File: config.mk
export PLATFORM = sky130hd
export DESIGN_NAME = spis_top
export DESIGN_NICKNAME = d
export VERILOG_FILES = /design/src/core/spis_pkg.sv /design/src/core/spis_src_bit.sv /design/src/core/spis_top.sv
export SDC_FILE = /design/constraint.sdc
export NUM_CORES = 1
export LEC_CHECK = 0
export ABC_AREA = 1
export BUFFER_PORTS_ARGS = -buffer_cell sky130_fd_sc_hd__clkbuf_2
export CAP_MARGIN = 20
export CORE_UTILIZATION = 47
export CTS_CLUSTER_DIAMETER = 100
export CTS_CLUSTER_SIZE = 30
export DETAILED_ROUTE_END_ITERATION = 10
export GPL_TIMING_DRIVEN = 0
export MAX_ROUTING_LAYER = met4
export PLACE_DENSITY = 0.86
export SYNTH_ARGS = -nofsm -noshare
export SYNTH_HDL_FRONTEND = slang
export SYNTH_SLANG_ARGS = --single-unit
export TNS_END_PERCENT = 100
File: constraint.sdc
create_clock -name mclk_i -period 1.56 [get_ports mclk_i]
set_input_delay 0.078 -clock mclk_i [delete_from_list [all_inputs] [get_ports mclk_i]]
set_output_delay 0.078 -clock mclk_i [all_outputs]
set_load 0.01 [all_outputs]
File: src/core/spis_pkg.sv
// Purpose: Shared constants and types for the serial port interrupt status block
// Assumes: 32-bit register port, word offsets as byte addresses
// Notes: Bit positions are common to raw, mask, masked and clear registers
package spis_pkg;

  localparam int ADDR_W = 12;
  localparam int DATA_W = 32;
  localparam int NSRC = 7;

  localparam logic [ADDR_W-1:0] OFF_MASK = 12'h038;
  localparam logic [ADDR_W-1:0] OFF_RAW = 12'h03C;
  localparam logic [ADDR_W-1:0] OFF_MASKED = 12'h040;
  localparam logic [ADDR_W-1:0] OFF_CLEAR = 12'h044;

  localparam int SRC_LSB = 4;
  localparam int BIT_RX = 4;
  localparam int BIT_TX = 5;
  localparam int BIT_RXTO = 6;
  localparam int BIT_FRAMING = 7;
  localparam int BIT_PARITY = 8;
  localparam int BIT_BREAK = 9;
  localparam int BIT_OVERRUN = 10;

  localparam logic [3:0] RAW_LOW_RSVD = 4'hF;
  localparam logic [NSRC-1:0] SRC_RESET = 7'h00;
  localparam logic [DATA_W-1:0] DATA_ZERO = 32'h0000_0000;

  // Source vector, one bit per condition, bit 0 is receive
  typedef struct packed {
    logic overrun;
    logic brk;
    logic parity;
    logic framing;
    logic rx_timeout;
    logic tx;
    logic rx;
  } spis_src_t;

  typedef struct packed {
    logic [ADDR_W-1:0] addr;
    logic [DATA_W-1:0] wdata;
    logic wr;
    logic rd;
  } spis_req_t;

endpackage : spis_pkg

File: src/core/spis_src_bit.sv
// Purpose: One sticky interrupt source with its mask gate
// Assumes: Event pulses come from logic on the same clock
// Notes: A set in the clearing cycle wins over the clear
`timescale 1ns/10ps
`default_nettype none
module spis_src_bit (
  // Clock and reset
  input wire logic mclk_i,
  input wire logic rst_i,
  // Event and control
  input wire logic event_i,
  input wire logic clear_i,
  input wire logic mask_i,
  // Status
  output logic raw_o,
  output logic masked_o
);
  logic raw_reg;
  logic raw_next;

  always_comb begin
    raw_next = raw_reg;
    if (clear_i) begin
      raw_next = 1'b0;
    end
    // Set beats clear so an event is never lost
    if (event_i) begin
      raw_next = 1'b1;
    end
  end

  always_ff @(posedge mclk_i or posedge rst_i) begin
    if (rst_i) begin
      raw_reg <= 1'b0;
    end else begin
      raw_reg <= raw_next;
    end
  end

  assign raw_o = raw_reg;
  assign masked_o = raw_reg & mask_i;
endmodule : spis_src_bit
`default_nettype wire

File: src/core/spis_top.sv
// Purpose: Raw and masked interrupt status for a serial port, with mask and clear
// Assumes: Event pulses from receiver and transmitter on mclk_i
// Notes: Read data valid the cycle after the read strobe only
// Functional notes
// - Raw bits show state, mask ignored
// - Transmit raw state at bit five
// - Masked read returns raw gated by mask
// - Masked status writes change nothing
// - Masked status at 0x040, bits 10..4
// - Source forwarded only when mask one
// - Raw status at 0x03C, same bits
// - Write one clears raw and masked
//
// The address-and-strobe port was decided locally.
`timescale 1ns/10ps
`default_nettype none
module spis_top #(
  parameter int NSRC_P = 7
) (
  // Clock and reset
  input wire logic mclk_i,
  input wire logic rst_i,
  // Condition events from the serial port, one-cycle pulses
  input wire spis_pkg::spis_src_t event_i,
  // Register port
  input wire logic [spis_pkg::ADDR_W-1:0] addr_i,
  input wire logic [spis_pkg::DATA_W-1:0] wdata_i,
  input wire logic wr_i,
  input wire logic rd_i,
  output logic [spis_pkg::DATA_W-1:0] rdata_o,
  // Interrupt request
  output logic irq_o,
  output spis_pkg::spis_src_t masked_o
);
  import spis_pkg::*;

  // Layout checks: the packing below serves only these shapes
  if (NSRC_P != NSRC) begin : g_chk_nsrc
    $error("spis_top: NSRC_P must match the register layout");
  end
  if ($bits(spis_src_t) != NSRC) begin : g_chk_width
    $error("spis_top: source struct width differs from NSRC");
  end
  if (SRC_LSB + NSRC > DATA_W) begin : g_chk_fit
    $error("spis_top: source field runs past the data word");
  end
  if ($bits(RAW_LOW_RSVD) != SRC_LSB) begin : g_chk_low
    $error("spis_top: reserved low field must fill the bits below the sources");
  end
  if (BIT_RX < SRC_LSB || BIT_RX >= SRC_LSB + NSRC) begin : g_chk_rx
    $error("spis_top: receive bit outside the source field");
  end
  if (BIT_TX < SRC_LSB || BIT_TX >= SRC_LSB + NSRC) begin : g_chk_tx
    $error("spis_top: transmit bit outside the source field");
  end
  if (BIT_RXTO < SRC_LSB || BIT_RXTO >= SRC_LSB + NSRC) begin : g_chk_rxto
    $error("spis_top: receive timeout bit outside the source field");
  end
  if (BIT_FRAMING < SRC_LSB || BIT_FRAMING >= SRC_LSB + NSRC) begin : g_chk_framing
    $error("spis_top: framing bit outside the source field");
  end
  if (BIT_PARITY < SRC_LSB || BIT_PARITY >= SRC_LSB + NSRC) begin : g_chk_parity
    $error("spis_top: parity bit outside the source field");
  end
  if (BIT_BREAK < SRC_LSB || BIT_BREAK >= SRC_LSB + NSRC) begin : g_chk_break
    $error("spis_top: break bit outside the source field");
  end
  if (BIT_OVERRUN < SRC_LSB || BIT_OVERRUN >= SRC_LSB + NSRC) begin : g_chk_overrun
    $error("spis_top: overrun bit outside the source field");
  end
  // Two sources on one bit would hide a condition
  localparam int SRC_SPAN = (1 << (BIT_RX - SRC_LSB)) | (1 << (BIT_TX - SRC_LSB)) |
    (1 << (BIT_RXTO - SRC_LSB)) | (1 << (BIT_FRAMING - SRC_LSB)) |
    (1 << (BIT_PARITY - SRC_LSB)) | (1 << (BIT_BREAK - SRC_LSB)) |
    (1 << (BIT_OVERRUN - SRC_LSB));
  if (SRC_SPAN != (1 << NSRC) - 1) begin : g_chk_unique
    $error("spis_top: two sources share a register bit");
  end
  if (OFF_MASK == OFF_RAW || OFF_MASK == OFF_MASKED || OFF_MASK == OFF_CLEAR ||
      OFF_RAW == OFF_MASKED || OFF_RAW == OFF_CLEAR || OFF_MASKED == OFF_CLEAR) begin : g_chk_offs
    $error("spis_top: two register words share an offset");
  end

  spis_req_t req;
  spis_src_t clr_src;
  spis_src_t raw_src;
  spis_src_t msk_src;
  spis_src_t mask_reg;
  spis_src_t mask_next;
  logic hit_mask;
  logic hit_raw;
  logic hit_masked;
  logic hit_clear;
  logic wr_mask;
  logic wr_clear;
  logic [DATA_W-1:0] mask_word;
  logic [DATA_W-1:0] raw_word;
  logic [DATA_W-1:0] masked_word;
  logic [DATA_W-1:0] rdata_reg;
  logic [DATA_W-1:0] rdata_next;

  // Places each source at its own register bit; other bits read zero, but raw bits 3..0 read ones
  function automatic logic [DATA_W-1:0] place_src(input spis_src_t src);
    logic [DATA_W-1:0] word;
    word = DATA_ZERO;
    word[BIT_RX] = src.rx;
    word[BIT_TX] = src.tx;
    word[BIT_RXTO] = src.rx_timeout;
    word[BIT_FRAMING] = src.framing;
    word[BIT_PARITY] = src.parity;
    word[BIT_BREAK] = src.brk;
    word[BIT_OVERRUN] = src.overrun;
    return word;
  endfunction : place_src

  // Mask and clear writes use the same bit positions as the status words
  function automatic spis_src_t pick_src(input logic [DATA_W-1:0] word);
    spis_src_t src;
    src.rx = word[BIT_RX];
    src.tx = word[BIT_TX];
    src.rx_timeout = word[BIT_RXTO];
    src.framing = word[BIT_FRAMING];
    src.parity = word[BIT_PARITY];
    src.brk = word[BIT_BREAK];
    src.overrun = word[BIT_OVERRUN];
    return src;
  endfunction : pick_src

  assign req = '{addr: addr_i, wdata: wdata_i, wr: wr_i, rd: rd_i};

  // One hit per mapped word; unmapped addresses hit nothing
  always_comb begin
    hit_mask = 1'b0;
    hit_raw = 1'b0;
    hit_masked = 1'b0;
    hit_clear = 1'b0;
    case (req.addr)
      OFF_MASK: begin
        hit_mask = 1'b1;
      end
      OFF_RAW: begin
        hit_raw = 1'b1;
      end
      OFF_MASKED: begin
        hit_masked = 1'b1;
      end
      OFF_CLEAR: begin
        hit_clear = 1'b1;
      end
      default: begin
        hit_mask = 1'b0;
      end
    endcase
  end

  // status words take no writes
  // Only mask and clear decode a write, so raw and masked writes fall away
  assign wr_mask = req.wr & hit_mask;
  assign wr_clear = req.wr & hit_clear;

  always_comb begin
    clr_src = SRC_RESET;
    if (wr_clear) begin
      clr_src = pick_src(req.wdata);
    end
  end

  always_comb begin
    mask_next = mask_reg;
    if (wr_mask) begin
      mask_next = pick_src(req.wdata);
    end
  end

  always_ff @(posedge mclk_i or posedge rst_i) begin
    if (rst_i) begin
      mask_reg <= SRC_RESET;
    end else begin
      mask_reg <= mask_next;
    end
  end

  // One sticky bit per source; instance names follow the struct fields
  spis_src_bit u_rx (
    .mclk_i(mclk_i),
    .rst_i(rst_i),
    .event_i(event_i.rx),
    .clear_i(clr_src.rx),
    .mask_i(mask_reg.rx),
    .raw_o(raw_src.rx),
    .masked_o(msk_src.rx)
  );

  spis_src_bit u_tx (
    .mclk_i(mclk_i),
    .rst_i(rst_i),
    .event_i(event_i.tx),
    .clear_i(clr_src.tx),
    .mask_i(mask_reg.tx),
    .raw_o(raw_src.tx),
    .masked_o(msk_src.tx)
  );

  spis_src_bit u_rx_timeout (
    .mclk_i(mclk_i),
    .rst_i(rst_i),
    .event_i(event_i.rx_timeout),
    .clear_i(clr_src.rx_timeout),
    .mask_i(mask_reg.rx_timeout),
    .raw_o(raw_src.rx_timeout),
    .masked_o(msk_src.rx_timeout)
  );

  spis_src_bit u_framing (
    .mclk_i(mclk_i),
    .rst_i(rst_i),
    .event_i(event_i.framing),
    .clear_i(clr_src.framing),
    .mask_i(mask_reg.framing),
    .raw_o(raw_src.framing),
    .masked_o(msk_src.framing)
  );

  spis_src_bit u_parity (
    .mclk_i(mclk_i),
    .rst_i(rst_i),
    .event_i(event_i.parity),
    .clear_i(clr_src.parity),
    .mask_i(mask_reg.parity),
    .raw_o(raw_src.parity),
    .masked_o(msk_src.parity)
  );

  spis_src_bit u_brk (
    .mclk_i(mclk_i),
    .rst_i(rst_i),
    .event_i(event_i.brk),
    .clear_i(clr_src.brk),
    .mask_i(mask_reg.brk),
    .raw_o(raw_src.brk),
    .masked_o(msk_src.brk)
  );

  spis_src_bit u_overrun (
    .mclk_i(mclk_i),
    .rst_i(rst_i),
    .event_i(event_i.overrun),
    .clear_i(clr_src.overrun),
    .mask_i(mask_reg.overrun),
    .raw_o(raw_src.overrun),
    .masked_o(msk_src.overrun)
  );

  always_comb begin
    mask_word = place_src(mask_reg);
    raw_word = place_src(raw_src);
    raw_word[SRC_LSB-1:0] = RAW_LOW_RSVD;
    masked_word = place_src(msk_src);
  end

  // Clear word and unmapped addresses read zero
  always_comb begin
    rdata_next = DATA_ZERO;
    if (req.rd) begin
      if (hit_mask) begin
        rdata_next = mask_word;
      end
      if (hit_raw) begin
        rdata_next = raw_word;
      end
      if (hit_masked) begin
        rdata_next = masked_word;
      end
    end
  end

  // Data stands for one cycle only; a late reader sees zero, not a stale word
  always_ff @(posedge mclk_i or posedge rst_i) begin
    if (rst_i) begin
      rdata_reg <= DATA_ZERO;
    end else begin
      rdata_reg <= rdata_next;
    end
  end

  assign rdata_o = rdata_reg;
  // OR of masked
  // Combinational so the request tracks status with no extra lag
  assign irq_o = |msk_src;
  assign masked_o = msk_src;

endmodule : spis_top
`default_nettype wire

==> metrics.cfg <==
[detailed_routing]
routed_wl_mm=2.987
post_drt_wl_per_cell_um=8.760
drt_iter0_markers=15
dr_wl_met2_mm=1.542
routedLengthMet1_mm=1.242
vias=1394
viasPerCell=4.088
drc_errors=0
highest_layer=met3
firstDrtPassIters=4
wl_met3_um=203
antenna_left=0

[setup_path]
worstPathArrival_ns=1.44
reg2reg_slack_ns=0.64
critPathCaptureType=output pin
critPathKind=flip-flop to output pin
r2r-start=u_brk.raw_o$_DFFE_PP0P_
worst-path-max-fanout=3
ff2ff_path_depth=5
startpoint=u_overrun.raw_o$_DFFE_PP0P_
rr_endpoint=rdata_o[9]$_DFF_PP0_
cp.required_ns=1.48
critPathLaunchType=flip-flop

[final_layout]
n_antenna_cell=0
drive_above_1_share=0.3535
multiInputGateArea_um2=694.4
finish.instance_area_um2=2158
area_growth_pct=37.78
largest_reg_flops=8
final_cells=341
final_nets=353
regArea_um2=550.5
fillers=273

[sta]
worst_pin_slew_ns=0.7745
slew_viol_final=0
fin_setup_tns_ns=0
final-setup-viol-count=0
fmax_mhz=660.6
slew_headroom=0.4831
hold_viol=0
fin_crit_sh=0.9704
min_period_ns=1.514
worst_slack_ns=0.04619
clock_skew_ns=0.001086

[synth]
ys_seq_elements=22
yosysSeqAreaShare=0.3514
synth.yosys.warnings=0
synth_area_um2=1567
synth_cell_types=19
synth_top_area_share=0.3514
yosysTopAreaCell=dfrtp_1
avgSynthCellArea_um2=7.495
synth_area_leaders=dfrtp_1 (35%), buf_4 (15%), nand2_1 (13%)
syn_inst=209

[pwr]
powerDensity_nw_per_um2=560.8
irDropWorstVdd_v=0.0005041
p_leak_uw=0.001405

[clocking]
clock-sinks=22
cts-root-buf=clkbuf_4
htree_levels=1
insertion_delay_ns=0.31
path_clk_slew_ns=0.12
clk_path_buf_depth=2
cts-buffers-inserted=3
cts_tree=yes

[place]
place_ws_ns=0.3908
dp_cells=320
hpwl_mm=2.363
port_buffers=47
gp_congestion=0.8556
post_dp_cell_area_um2=1932

[global_route]
grt_first_pass_wirelength_mm=4.809
grt_remaining_overflow=0
grt_antenna_before_repair=0
track_usage=0.1845
grt_pass1_vias=1241
grt_max_degree=23

[hold_path]
hold_depth=4
hold_start=wr_i
hold_path_class=input port to flip-flop
whs_endpoint=mask_reg[0]$_DFFE_PP0P_

[die]
die_h_um=59.73
num_rows=20
pin_count=95
dieArea_um2=3568
core_um2=3103
initial_core_util=0.5048
die-width_um=59.73

[flow_run]
drv_cap=0

[run_status]
status=finished clean

## kinds of logic after synthesis
| group | after synthesis | synth area share |
|---|---|---|
| and+or+nand+nor | 111 | 0.3666 |
| buffers and inverters | 68 | 0.2572 |
| DFF | 22 | 0.3514 |
| AOI/OAI and AO/OA | 7 | 0.02236 |
| other | 1 | 0.002394 |
## worst max-delay path, stage by stage (launching register included)
cell	delay, ns
dfrtp_1	0.43
nand2_1	0.10
inv_1	0.07
nor4_2	0.31
nand2_1	0.08
clkbuf_2	0.13
## final cells by class
type	count	area share
clock inverter	1	0.01391
inverter	34	0.05913
clock buffer	3	0.01043
tap	44	0.02551
buffer	34	0.1275
multi-input combinational	139	0.3217
sequential	22	0.2551
timing repair buffer	64	0.1867
## placed cells by master (no fill, tap or decap)
cell type,instances
dfrtp_1,22
nor2_4,5
clkbuf_2,47
nand2_4,2
dlygate4sd3_1,16
buf_12,1
inv_1,31
clkbuf_4,3
inv_2,3
nand2_1,55
o21ai_1,7
nor2_1,4
buf_6,2
nor3_1,1
nor2_2,2
bufinv_16,1
nor3_4,1
conb_1,21
nand3_1,35
buf_4,32
nand2_2,3
nor2_8,2
nor4_2,1
## cells in the mapped netlist, drive strengths merged
library cell and n:
nor3 2, o21ai 7, inv 34, nand2 60, nor2 13, buf 34
dfrtp 22, nor4 1, nand3 35, conb 1
## through the flow
stage / power, uW / hold slack, ns / util
after floorplan: 704.9 / 0.06723 / -
after global placement: 754.3 / 0.2384 / 0.6226
after detailed placement: 756.8 / 0.2470 / 0.6226
after CTS: 1218 / 0.1607 / 0.6911
after global routing: 1273 / 0.1689 / 0.6956
final: 1210 / 0.1682 / 0.6956
## what timing repair did
| item | CTS | global route |
|---|---|---|
| hold endpoints to repair | 37 | 0 |
| gates resized for setup | 0 | 1 |
| setup endpoints to repair | 0 | 1 |
| hold buffers | 16 | 0 |
| setup buffers | 0 | 1 |
## power by group
group,total (uW),switching [uW],internal [uW]
Combinational,207,101,107
Clock,431,171,260
Sequential,572,0.668,571
Total,1210,273,938
## worst max path at each step
stage | endpoint | slack (ns) | cells past startpoint
global placement | irq_o | 0.40 | 5
global route | irq_o | -0.06 | 5
floorplan | irq_o | 0.62 | 4
detailed placement | irq_o | 0.39 | 5
CTS | irq_o | 0.03 | 5
finish | irq_o | 0.05 | 5
## routing by layer
| layer | vias to the layer above | track usage |
|---|---|---|
| met5 | - | - |
| met2 | 56 | 0.3492 |
| met1 | 578 | 0.1872 |
| met4 | 0 | 0.03987 |
| met3 | 0 | 0.04978 |
| li1 | 760 | - |
Power figures use the tool's default switching activity.
